File: src/inc/cam_cfg.svh
// Register indices, field positions, reset values and timing figures of the CRT address block.
// Assumes it is included by bare name from files that need the constants.
`ifndef CAM_CFG_SVH
`define CAM_CFG_SVH

// Register indices seen through the indexed data port.
`define CAM_IDX_VTOTAL   8'h06
`define CAM_IDX_OVERFLOW 8'h07
`define CAM_IDX_MAXSCAN  8'h09
`define CAM_IDX_START_HI 8'h0c
`define CAM_IDX_START_LO 8'h0d
`define CAM_IDX_VRSTART  8'h10
`define CAM_IDX_OFFSET   8'h13
`define CAM_IDX_MODE     8'h17
`define CAM_IDX_LCMP     8'h18
`define CAM_IDX_SB_HI    8'h1a
`define CAM_IDX_SB_LO    8'h1b
`define CAM_IDX_SB_ROW   8'h1c
`define CAM_IDX_SIG      8'h1f

// Bit positions inside the overflow register.
`define CAM_OVF_VT8  0
`define CAM_OVF_VRS8 2
`define CAM_OVF_LC8  4

// Reset values; the retrace enable must come up cleared.
`define CAM_MODE_RST 8'h00
`define CAM_REG_RST  8'h00

// Signature XOR constant; the value is arbitrary.
`define CAM_SIG_XOR 8'h5c

// Vertical retrace pulse length in scan lines.
`define CAM_VRETRACE_LINES 9'h002

`endif

File: src/inc/cam_pkg.sv
// Types shared by the CRT address block and its output multiplexer.
// Assumes no other package; users name everything with the cam_pkg:: prefix.
package cam_pkg;

	// Layout of the mode control register, msb first.
	typedef struct packed {
		logic retrace_en;          // Enables both retraces.
		logic byte_word_select;    // One selects byte mode.
		logic addr_wrap;           // Picks counter bit 15 or 13 for output bit 0.
		logic spare;               // Stored only.
		logic count_by_two_bit;    // Halves the address counter rate.
		logic vertical_double_bit; // Halves the line counter rate.
		logic row_scan_select_bit; // Zero substitutes row scan bit 1.
		logic cga_compat_bit;      // Zero substitutes row scan bit 0.
	} cam_mode_t;

endpackage : cam_pkg

File: src/inc/cam_addr_if.sv
// Bundle between the address counter and the output multiplexer.
// Assumes both ends sit in the same clock domain; the bundle itself holds no state.
`timescale 1ns/1ps
interface cam_addr_if;
	logic [15:0]       counter;  // Internal memory address counter.
	cam_pkg::cam_mode_t mode;    // Current mode control fields.
	logic [4:0]        row_scan; // Character row scan counter.
	logic              active;   // Active display time.
	logic [15:0]       addr;     // Multiplexed address toward the pins.

	modport src (output counter, output mode, output row_scan, output active, input addr);
	modport mux (input counter, input mode, input row_scan, input active, output addr);
endinterface : cam_addr_if

File: src/design/cam_addr_mux.sv
// Output multiplexer that turns the address counter into the memory address pins.
// Assumes the caller registers the result before it leaves the chip.
`timescale 1ns/1ps
module cam_addr_mux (
	// Counter side and result.
	cam_addr_if.mux bus
);
	wire [15:0] word_addr; // Counter shifted up by one for word mode.
	wire [15:0] mode_addr; // Byte or word selection.
	wire        wrap_bit;  // Counter bit that lands on output bit 0.
	wire        sub13;     // Address bit 13 after row scan substitution.
	wire        sub14;     // Address bit 14 after row scan substitution.

	// Word mode moves every bit up one place and feeds bit 0 from a high bit.
	assign wrap_bit  = bus.mode.addr_wrap ? bus.counter[15] : bus.counter[13];
	assign word_addr = {bus.counter[14:0], wrap_bit};
	assign mode_addr = bus.mode.byte_word_select ? bus.counter : word_addr;

	// Row scan substitution only applies while the display is active.
	assign sub13 = (bus.active && !bus.mode.cga_compat_bit) ? bus.row_scan[0] : mode_addr[13];
	assign sub14 = (bus.active && !bus.mode.row_scan_select_bit) ? bus.row_scan[1] : mode_addr[14];
	// One assignment drives the whole result, so the bundle member has a single driver.
	assign bus.addr = {mode_addr[15], sub14, sub13, mode_addr[12:0]};
endmodule : cam_addr_mux

File: src/design/cam_crtc_top.sv
// CRT controller address generator with mode control, split screen and signature readback.
// Assumes host port strobes and display_active come from logic on core_clk; both clocks come from pins.
// Overview of operation
// - Retraces only while retrace enable is set.
// - Word mode shifts counter bits up one.
// - Word mode bit 0 from counter 13 or 15.
// - Byte mode passes counter bits straight through.
// - Count by two halves address counter rate.
// - Vertical doubling halves line counter clock.
// - Line counter holds 512 lines, 1024 doubled.
// - Row scan bit 1 replaces address bit 14.
// - Row scan bit 0 replaces address bit 13.
// - Line compare is nine bits, msb in overflow.
// - Compare match reloads address and row from screen B.
// - Screen B registers clear at reset.
// - Signature reads start high XOR constant.
// - Writes to the signature index are discarded.
// - Reset clears the retrace enable bit.
`timescale 1ns/1ps
`include "cam_cfg.svh"
module cam_crtc_top (
	// Clock and reset.
	input  wire logic        core_clk,
	input  wire logic        rst,
	// Host indexed I/O port.
	input  wire logic        io_index_wr,
	input  wire logic        io_data_wr,
	input  wire logic        io_data_rd,
	input  wire logic [7:0]  io_wdata,
	output logic      [7:0]  io_rdata,
	// Timing inputs from the pins and from the horizontal logic.
	input  wire logic        char_clk_in,
	input  wire logic        hretrace_clk_in,
	input  wire logic        display_active,
	// Display memory address and retrace outputs.
	output logic      [15:0] mem_addr,
	output logic             hretrace_out,
	output logic             vretrace_out
);
	// Builds a nine-bit value from an overflow bit and a low byte.
	function automatic logic [8:0] cat9(input logic msb, input logic [7:0] lo);
		cat9 = {msb, lo};
	endfunction : cat9

	// Host-visible registers.
	logic [7:0]         index_q;    // Selected register index.
	cam_pkg::cam_mode_t mode_q;     // Mode control register.
	logic [7:0]         lcmp_q;     // Split line compare, low bits.
	logic [7:0]         ovf_q;      // Overflow bits.
	logic [7:0]         vtotal_q;   // Vertical total, low bits.
	logic [7:0]         vrs_q;      // Vertical retrace start, low bits.
	logic [7:0]         maxscan_q;  // Last row scan of a character row.
	logic [7:0]         offset_q;   // Logical line width.
	logic [7:0]         start_hi_q; // Screen A start, high byte.
	logic [7:0]         start_lo_q; // Screen A start, low byte.
	logic [7:0]         sb_hi_q;    // Screen B start, high byte.
	logic [7:0]         sb_lo_q;    // Screen B start, low byte.
	logic [7:0]         sb_row_q;   // Screen B preset row scan.
	// Synchronisers; stage one feeds only stage two.
	logic               cc_s1_q, cc_s2_q, cc_s3_q;
	logic               hr_s1_q, hr_s2_q, hr_s3_q;
	// Dividers and counters.
	logic               char_div_q; // Alternates on each character clock.
	logic               hr_div_q;   // Alternates on each horizontal retrace clock.
	logic [8:0]         line_q;     // Vertical scan line counter.
	logic [4:0]         row_q;      // Character row scan counter.
	logic [15:0]        cnt_q;      // Memory address counter.
	logic [15:0]        lstart_q;   // Start address of the current character row.
	logic [7:0]         rd_val;     // Read data selected by the index.

	// Edge detection reads only the second and third synchroniser stages.
	wire char_tick = cc_s2_q && !cc_s3_q;
	wire hr_tick   = hr_s2_q && !hr_s3_q;
	wire adv       = char_tick && (!mode_q.count_by_two_bit || char_div_q);
	wire line_tick = hr_tick && (!mode_q.vertical_double_bit || hr_div_q);

	// Nine-bit vertical values.
	wire [8:0] vtotal9 = cat9(ovf_q[`CAM_OVF_VT8], vtotal_q);
	wire [8:0] vrs9    = cat9(ovf_q[`CAM_OVF_VRS8], vrs_q);
	wire [8:0] lcmp9   = cat9(ovf_q[`CAM_OVF_LC8], lcmp_q);

	// Next line values; a frame end wins over a split match, which wins over a row wrap.
	wire        frame_end = (line_q == vtotal9);
	wire [8:0]  line_d    = frame_end ? 9'h000 : line_q + 9'h001;
	wire        split_hit = !frame_end && (line_d == lcmp9);
	wire        row_wrap  = (row_q == maxscan_q[4:0]);
	wire [15:0] stride    = mode_q.byte_word_select ? {7'h00, offset_q, 1'b0} : {6'h00, offset_q, 2'b00};
	wire [15:0] lstart_d  = frame_end ? {start_hi_q, start_lo_q} :
	                        split_hit ? {sb_hi_q, sb_lo_q} :
	                        row_wrap  ? lstart_q + stride : lstart_q;
	wire [4:0]  row_d     = frame_end ? 5'h00 : split_hit ? sb_row_q[4:0] : row_wrap ? 5'h00 : row_q + 5'h01;
	wire        vr_window = (line_q >= vrs9) && (line_q < vrs9 + `CAM_VRETRACE_LINES);

	// Readback; the signature is formed at the time of the read.
	always_comb begin
		unique case (index_q)
			`CAM_IDX_MODE:     rd_val = mode_q;
			`CAM_IDX_LCMP:     rd_val = lcmp_q;
			`CAM_IDX_OVERFLOW: rd_val = ovf_q;
			`CAM_IDX_VTOTAL:   rd_val = vtotal_q;
			`CAM_IDX_VRSTART:  rd_val = vrs_q;
			`CAM_IDX_MAXSCAN:  rd_val = maxscan_q;
			`CAM_IDX_OFFSET:   rd_val = offset_q;
			`CAM_IDX_START_HI: rd_val = start_hi_q;
			`CAM_IDX_START_LO: rd_val = start_lo_q;
			`CAM_IDX_SB_HI:    rd_val = sb_hi_q;
			`CAM_IDX_SB_LO:    rd_val = sb_lo_q;
			`CAM_IDX_SB_ROW:   rd_val = sb_row_q;
			`CAM_IDX_SIG:      rd_val = start_hi_q ^ `CAM_SIG_XOR;
			default:           rd_val = 8'h00;                     // Unmapped indices read zero.
		endcase
	end

	// Host port: index first, then data at that index.
	always_ff @(posedge core_clk or posedge rst) begin
		if (rst) begin
			index_q  <= 8'h00;
			io_rdata <= 8'h00;
		end else begin
			if (io_index_wr) begin
				index_q <= io_wdata;
			end
			if (io_data_rd) begin
				io_rdata <= rd_val;
			end
		end
	end

	// Register writes; the signature index has no case, so its writes fall away.
	always_ff @(posedge core_clk or posedge rst) begin
		if (rst) begin
			mode_q     <= cam_pkg::cam_mode_t'(`CAM_MODE_RST);
			{lcmp_q, ovf_q, vtotal_q, vrs_q, maxscan_q, offset_q, start_hi_q, start_lo_q} <= {8{`CAM_REG_RST}};
			{sb_hi_q, sb_lo_q, sb_row_q} <= {3{`CAM_REG_RST}};
		end else if (io_data_wr) begin
			unique case (index_q)
				`CAM_IDX_MODE:     mode_q     <= cam_pkg::cam_mode_t'(io_wdata);
				`CAM_IDX_LCMP:     lcmp_q     <= io_wdata;
				`CAM_IDX_OVERFLOW: ovf_q      <= io_wdata;
				`CAM_IDX_VTOTAL:   vtotal_q   <= io_wdata;
				`CAM_IDX_VRSTART:  vrs_q      <= io_wdata;
				`CAM_IDX_MAXSCAN:  maxscan_q  <= io_wdata;
				`CAM_IDX_OFFSET:   offset_q   <= io_wdata;
				`CAM_IDX_START_HI: start_hi_q <= io_wdata;
				`CAM_IDX_START_LO: start_lo_q <= io_wdata;
				`CAM_IDX_SB_HI:    sb_hi_q    <= io_wdata;
				`CAM_IDX_SB_LO:    sb_lo_q    <= io_wdata;
				`CAM_IDX_SB_ROW:   sb_row_q   <= io_wdata;
				default:           ;
			endcase
		end
	end

	// Two flip-flops per pin clock, then a third stage for the edge.
	always_ff @(posedge core_clk or posedge rst) begin
		if (rst) begin
			{cc_s1_q, cc_s2_q, cc_s3_q} <= 3'h0;
			{hr_s1_q, hr_s2_q, hr_s3_q} <= 3'h0;
		end else begin
			{cc_s1_q, cc_s2_q, cc_s3_q} <= {char_clk_in, cc_s1_q, cc_s2_q};
			{hr_s1_q, hr_s2_q, hr_s3_q} <= {hretrace_clk_in, hr_s1_q, hr_s2_q};
		end
	end

	// Dividers, counters and the address generator.
	always_ff @(posedge core_clk or posedge rst) begin
		if (rst) begin
			char_div_q <= 1'b0;
			hr_div_q   <= 1'b0;
			line_q     <= 9'h000;
			row_q      <= 5'h00;
			cnt_q      <= 16'h0000;
			lstart_q   <= 16'h0000;
		end else begin
			char_div_q <= char_div_q ^ char_tick;
			hr_div_q   <= hr_div_q ^ hr_tick;
			if (line_tick) begin
				// A new line restarts the counter at its row start.
				line_q   <= line_d;
				row_q    <= row_d;
				lstart_q <= lstart_d;
				cnt_q    <= lstart_d;
			end else if (adv && display_active) begin
				cnt_q <= cnt_q + 16'h0001;
			end
		end
	end

	// Address multiplexer in its own module.
	cam_addr_if addr_bus ();
	assign addr_bus.counter  = cnt_q;
	assign addr_bus.mode     = mode_q;
	assign addr_bus.row_scan = row_q;
	assign addr_bus.active   = display_active;
	cam_addr_mux u_mux (
		.bus (addr_bus.mux)
	);

	// Registered outputs; retraces are gated by the enable bit.
	always_ff @(posedge core_clk or posedge rst) begin
		if (rst) begin
			mem_addr     <= 16'h0000;
			hretrace_out <= 1'b0;
			vretrace_out <= 1'b0;
		end else begin
			mem_addr     <= addr_bus.addr;
			hretrace_out <= mode_q.retrace_en && hr_s2_q;
			vretrace_out <= mode_q.retrace_en && vr_window;
		end
	end
endmodule : cam_crtc_top

File: config.mk
export PLATFORM = sky130hd
export DESIGN_NAME = cam_crtc_top
export DESIGN_NICKNAME = d
export VERILOG_FILES = /design/src/inc/cam_pkg.sv /design/src/inc/cam_addr_if.sv /design/src/design/cam_addr_mux.sv /design/src/design/cam_crtc_top.sv
export VERILOG_INCLUDE_DIRS = /design/src /design/src/inc
export SDC_FILE = /design/constraint.sdc
export NUM_CORES = 1
export LEC_CHECK = 0
export ABC_AREA = 1
export BUFFER_PORTS_ARGS = -buffer_cell sky130_fd_sc_hd__buf_2
export CAP_MARGIN = 20
export CORE_ASPECT_RATIO = 1.4
export CORE_MARGIN = 1
export CORE_UTILIZATION = 40
export DETAILED_ROUTE_END_ITERATION = 12
export PLACE_DENSITY = 0.53
export SLEW_MARGIN = 20
export SYNTH_ARGS = -nofsm -noshare
export SYNTH_HDL_FRONTEND = slang
export SYNTH_SLANG_ARGS = --single-unit
File: constraint.sdc
create_clock -name core_clk -period 6.9 [get_ports core_clk]
set_input_delay 0 -clock core_clk [delete_from_list [all_inputs] [get_ports core_clk]]
set_output_delay 0 -clock core_clk [all_outputs]
set_load 0.01 [all_outputs]
==> results of run 1 <==
[logic make-up (layout without fill, tap and decap cells)]
group           after synthesis  count (layout)  share of synthesized area (%)
compound gates              286             286                           15.4
xor+xnor                     33              33                           2.83
flops                       184             184                           45.1
simple gates                569             569                           23.7
mux                           1               1                          0.110
buf+inv                     239             284                           9.01
fa+ha+maj                    31              31                           3.87
[worst max-delay path: stages, from the launching register on]
cell and delay (ns):
dfrtp_1 0.51, xnor2_1 0.16, nand2_1 0.07, nor2_1 0.11, nand2_1 0.39, nand2_1 0.26, nand2_1 0.07, nand2_1 0.06
nand2_1 0.08, nor2_4 0.37, nand3_4 0.30, nand2_1 0.15, nand3_1 0.11, nand3_1 0.12, nand2_1 0.06, inv_1 0.05
[Yosys cell counts, types with 2 or more instances]
library cell	instances
o22ai_1	14
o21ai_0	183
o21a_1	2
nor2_4	2
ha_1	30
a221oi_1	9
buf_6	2
or2_2	3
o211ai_1	17
nor4_1	6
o21ai_1	10
nor2_1	57
nand4_1	25
a21boi_0	2
xnor2_1	10
dfrtp_1	184
a311oi_1	2
nand2_1	359
nor3_1	18
a211oi_1	3
clkbuf_1	39
clkinv_1	3
xor2_1	23
a21oi_1	32
buf_2	4
o221ai_1	2
inv_1	186
nand3_1	92
a31oi_1	7
inv_2	3
[power groups by stage]
stage | sequential (mW) | clock (mW) | combinational (mW)
2_1_floorplan | 1.42 | 0 | 0.999
6_report | 1.43 | 1.01 | 1.37
3_3_place_gp | 1.45 | 0 | 1.36
4_1_cts | 1.43 | 1.03 | 1.37
3_5_place_dp | 1.45 | 0 | 1.36
5_1_grt | 1.45 | 1.06 | 1.56
[per-layer routing]
metal,up-vias,track usage [%],share of wire (%)
met1,4328,31.7,39
met3,68,3.55,3.1
met5,-,0,0
met4,0,13.0,4.4
met2,195,50.6,53
li1,4476,-,-
[what timing repair did]
item	in CTS	in global routing
endpoints found under the setup margin	0	0
hold buffers	14	0
hold endpoints to repair	140	0
[through the flow]
| stage | hold WS, ns | cells | setup slack (ns) |
|---|---|---|---|
| 2_1_floorplan | 0.0314 | 1343 | 1.90 |
| 3_3_place_gp | 0.108 | 1657 | 3.88 |
| 3_5_place_dp | 0.110 | 1657 | 3.92 |
| 4_1_cts | 0.178 | 1703 | 3.93 |
| 5_1_grt | 0.214 | 1703 | 3.56 |
| 6_report | 0.197 | 1703 | 3.95 |
[layout make-up]
cell class | instances | area, um^2 | area share (%)
Multi-Input combinational cell | 920 | 4700 | 41.3
Sequential cell | 184 | 4600 | 40.4
Inverter | 192 | 728 | 6.39
Clock buffer | 20 | 447 | 3.92
Tap cell | 315 | 394 | 3.46
Timing Repair Buffer | 60 | 383 | 3.36
Clock inverter | 12 | 140 | 1.23
[flip-flops by register name, indices dropped and copies added, names as in the netlist, 9 cells and up]
signal / flops
line_q: 9
addr_bus.counter: 16
mem_addr: 16
lstart_q: 16
[worst paths after layout]
kind | start | end | slack [ns] | cells after the start
max | line_q[5] | addr_bus.counter[10] | 3.95 | 15
min | char_clk_in | cc_s1_q | 0.20 | 2
max reg2reg | line_q[5] | addr_bus.counter[10] | 3.95 | 15
min reg2reg | cc_s1_q | cc_s2_q | 0.34 | 0
max in group asynchronous | rst | line_q[6] | 5.15 | 4
min in group asynchronous | rst | addr_bus.row_scan[4] | 0.26 | 3
==> impl_metrics.yaml, run 1 <==
status:
  status: "finished, final reports clean"
critical_path:
  worstPathArrival_ns: 3.34
  worstSetupEndpointType: "flip-flop"
  worstPathMaxFanout: 20
  worstPathRequired_ns: 7.29
  critPathKind: "flip-flop to flip-flop"
  start_kind: "flip-flop"
synth:
  synth_top_area_share_pct: 45.1
  yosysWarningCount: 0
  synth_area_mm2: 0.0102
  synthesis.nets: 1390
  ys_ff_latch: 184
  synth_ff_type: "dfrtp_1"
  synth.area.top_cells: "dfrtp_1 45%, nand2_1 13%, o21ai_0 9.0%"
  syn_inst: 1343
  ys_seq_area_share_pct: 45.1
  synth.distinct_cells: 44
  synth_edf_count: 0
  syn_avg_cell_area_um2: 7.61
  synth.largest_area_cell: "dfrtp_1"
  ys_async_sr_fraction_pct: 100
timing:
  finalSetupViolations: 0
  period_needed_ns: 2.95
  drv_slew: 0
  clock.fmax_ghz: 0.338
  setup-tns-final_ns: 0
  rsz0062_at_grt: "false"
  finalCritPeriodShare_pct: 42.8
  hold_viol: 0
  slew_headroom_pct: 33.9
  worstMarginPinSlew_ns: 0.988
  skew_ns: 0.0103
drt:
  post_drt_wl_per_cell_um: 19.9
  detail_route.iter0.violations: 540
  wl_um: 33800
  avgViaCountPerCell: 5.32
  route.vias.total: 9067
  drc: 0
  first_pass_iters: 6
  antenna_left: 0
grt:
  grtUsageTotal_pct: 27.8
  gr-total-overflow: 0
  grt_pass1_wl_um: 53300
  grt_pass1_vias: 9095
  grt_max_degree: 114
  grt_antenna_before_repair: 0
power_and_ir_drop:
  switchingPower_mw: 1.57
  peakVddDrop_uv: 182
  power.leakage_nw: 5.35
  internal_power_mw: 2.25
  swShare_pct: 41.1
  power_mw: 3.81
  power.clock.fraction_pct: 26.5
  powerDensity_mw_per_mm2: 335
  p_comb_share_pct: 35.9
  p_seq_share_pct: 37.5
placement:
  place_hpwl_um: 25200
  dpl_cell_area_mm2: 0.0107
  gp_congestion: 0.925
  port_buffers: 41
die:
  die_h_um: 191
  io_pins: 42
  die_area_mm2: 0.0262
  rows: 68
  fp.dieW_um: 137
  fp.coreArea_mm2: 0.0248
  start_util_pct: 41.1
finish:
  nets: 1422
  final_cell_area_mm2: 0.0114
  layout_common_cells: "359 x nand2_1, 185 x inv_1, 184 x dfrtp_1"
  layout_commonest_cell: "nand2_1"
  utilization_pct: 45.9
  syn_to_final_growth_pct: 11.6
  fill_cells: 2551
  antenna_cells: 0
  drive_gt1_share_pct: 6.77
cts:
  cts_root_buffer: "clkbuf_16"
  clk_path_buf_depth: 2
  cts_tree: "built"
  clock_latency_ns: 0.45
  cts.clk_slew.worst_paths_ns: 0.07
  clock-sinks: 184
  htree_levels: 4
  cts_setup_buffers: 0
  cts_made_buffers: 17
  post_cts_resized: 0
flow_run:
  cap_violations: 0
min_path:
  hp-class: "input port to flip-flop"
Note: power is estimated with default switching activity, not from simulation.
==> inputs of run 2 (changes only) <==
==> constraint.sdc (replaced) <==
create_clock -name core_clk -period 2.8 [get_ports core_clk]
set_input_delay 0 -clock core_clk [delete_from_list [all_inputs] [get_ports core_clk]]
set_output_delay 0 -clock core_clk [all_outputs]
set_load 0.01 [all_outputs]
==> impl_metrics.yaml, run 2 (synthesis results as in run 1) <==
power_and_ir_drop:
  power.leakage_nw: 5.55
  power_mw: 9.69
  peakVddDrop_uv: 526
  powerDensity_mw_per_mm2: 823
critical_path:
  worstPathMaxFanout: 8
  startpoint: "addr_bus.mode[6]"
  worstPathRequired_ns: 3.14
  r2r_setup_slack_ns: 0.24
  critPathKind: "flip-flop to flip-flop"
  r2r_start: "addr_bus.mode[6]"
  start_kind: "flip-flop"
  worstSetupEndpointType: "flip-flop"
  worstPathArrival_ns: 2.90
placement:
  port_buffers: 41
  dp_slack_ns: 0.111
  place_hpwl_um: 25300
  gp_congestion: 0.938
flow_run:
  cap_violations: 0
die:
  io_pins: 42
  fp.dieW_um: 137
  rows: 68
  die_h_um: 191
  die_area_mm2: 0.0262
  fp.coreArea_mm2: 0.0248
  start_util_pct: 41.1
cts:
  cts_tree: "built"
  htree_levels: 4
  clock-sinks: 184
  cts_root_buffer: "clkbuf_16"
  cts_setup_buffers: 0
  cts_made_buffers: 17
  clk_path_buf_depth: 2
  cts.clk_slew.worst_paths_ns: 0.07
  clock_latency_ns: 0.45
status:
  status: "finished, final reports clean"
drt:
  wl_um: 33500
  post_drt_wl_per_cell_um: 19.2
  first_pass_iters: 5
  detail_route.iter0.violations: 716
  avgViaCountPerCell: 5.24
  drc: 0
  antenna_left: 0
  route.vias.total: 9138
grt:
  grt_antenna_before_repair: 0
  grt_max_degree: 138
  gr-total-overflow: 0
  grt_pass1_vias: 9224
  grt_pass1_wl_um: 52500
  grtUsageTotal_pct: 27.5
finish:
  syn_to_final_growth_pct: 15.3
  antenna_cells: 0
  drive_gt1_share_pct: 9.80
  nets: 1465
  layout_common_cells: "359 x nand2_1, 184 x inv_1, 181 x o21ai_0, 181 x dfrtp_1, 91 x nand3_1"
  layout_commonest_cell: "nand2_1"
timing:
  rsz0062_at_grt: "false"
  skew_ns: 0.0131
  finalSetupViolations: 0
  clock.fmax_ghz: 0.390
  drv_slew: 0
  worst_slack_ns: 0.239
  period_needed_ns: 2.56
  worstMarginPinSlew_ns: 0.816
  finalCritPeriodShare_pct: 91.5
  setup-tns-final_ns: 0
  hold_viol: 0
  slew_headroom_pct: 45.6
min_path:
  min_from: "io_data_wr"
  hp-class: "input port to flip-flop"
-- run 2: changes by cell type in the layout (fill, tap and decap cells not counted), moves of 2 or more --
cell           change
clkinvlp_4         +3
o21ai_0            -2
inv_6              -4
dlygate4sd3_1      +4
dfrtp_1            -3
buf_12             +5
o21ai_1            +2
dfrtp_2            +3
buf_4             +34
-- run 2: power by group --
| group | internal [mW] | switching [mW] |
|---|---|---|
| combinational | 1.44 | 2.38 |
| clock | 1.27 | 1.09 |
| sequential | 3.11 | 0.401 |
-- run 2: timing repair --
action | in CTS | in global routing
hold buffers | 18 | 0
setup endpoints to repair | 0 | 9
endpoints found under the hold margin | 211 | 0
resized for setup | 0 | 11
-- run 2: area by class of cell --
cell class / instances / area, um^2
Multi-Input combinational cell: 920 / 4720
Clock inverter: 10 / 98.8
Tap cell: 315 / 394
Sequential cell: 184 / 4610
Timing Repair Buffer: 103 / 778
Inverter: 192 / 724
Fill cell: 2518 / 13100
Clock buffer: 20 / 457
-- run 2: final timing paths --
| path | end | cells past startpoint |
|---|---|---|
| setup / recovery | addr_bus.counter[12] | 16 |
| hold / removal | addr_bus.mode[5] | 5 |
| setup reg to reg | addr_bus.counter[12] | 16 |
| hold reg to reg | hr_s2_q | 0 |
| max in group asynchronous | line_q[3] | 4 |
| min in group asynchronous | addr_bus.row_scan[4] | 4 |
-- run 2: worst max-delay path: stages (launching register included) --
cell	delay [ns]
dfrtp_2	0.45
buf_4	0.16
o21ai_0	0.23
ha_1	0.33
nand2_1	0.11
a21oi_1	0.08
o21ai_0	0.17
nand4_1	0.20
nand2_1	0.17
nor2_1	0.07
xor2_1	0.14
inv_1	0.06
nand2_1	0.05
nand3_1	0.08
nand3_1	0.07
nand2_1	0.06
inv_1	0.03
-- run 2: per-stage QoR --
step	hold slack (ns)	cells	area, um^2	util, %
floorplan	0.0314	1343	10200	-
global placement	0.109	1696	11000	44.4
detailed placement	0.110	1696	11000	44.4
CTS	0.0432	1744	11800	47.3
global route	0.0875	1744	11800	47.4
finish	0.0588	1744	11800	47.4
-- run 2: per-layer routing --
layer / part of all wire [%] / vias to the layer above / wire length, um / track usage (%)
met2: 53 / 241 / 17700 / 49.7
met5: 0 / - / 0 / 0
met4: 4.8 / 0 / 1600 / 14.0
li1: - / 4550 / - / -
met1: 39 / 4274 / 13100 / 31.0
met3: 3.4 / 73 / 1140 / 3.82
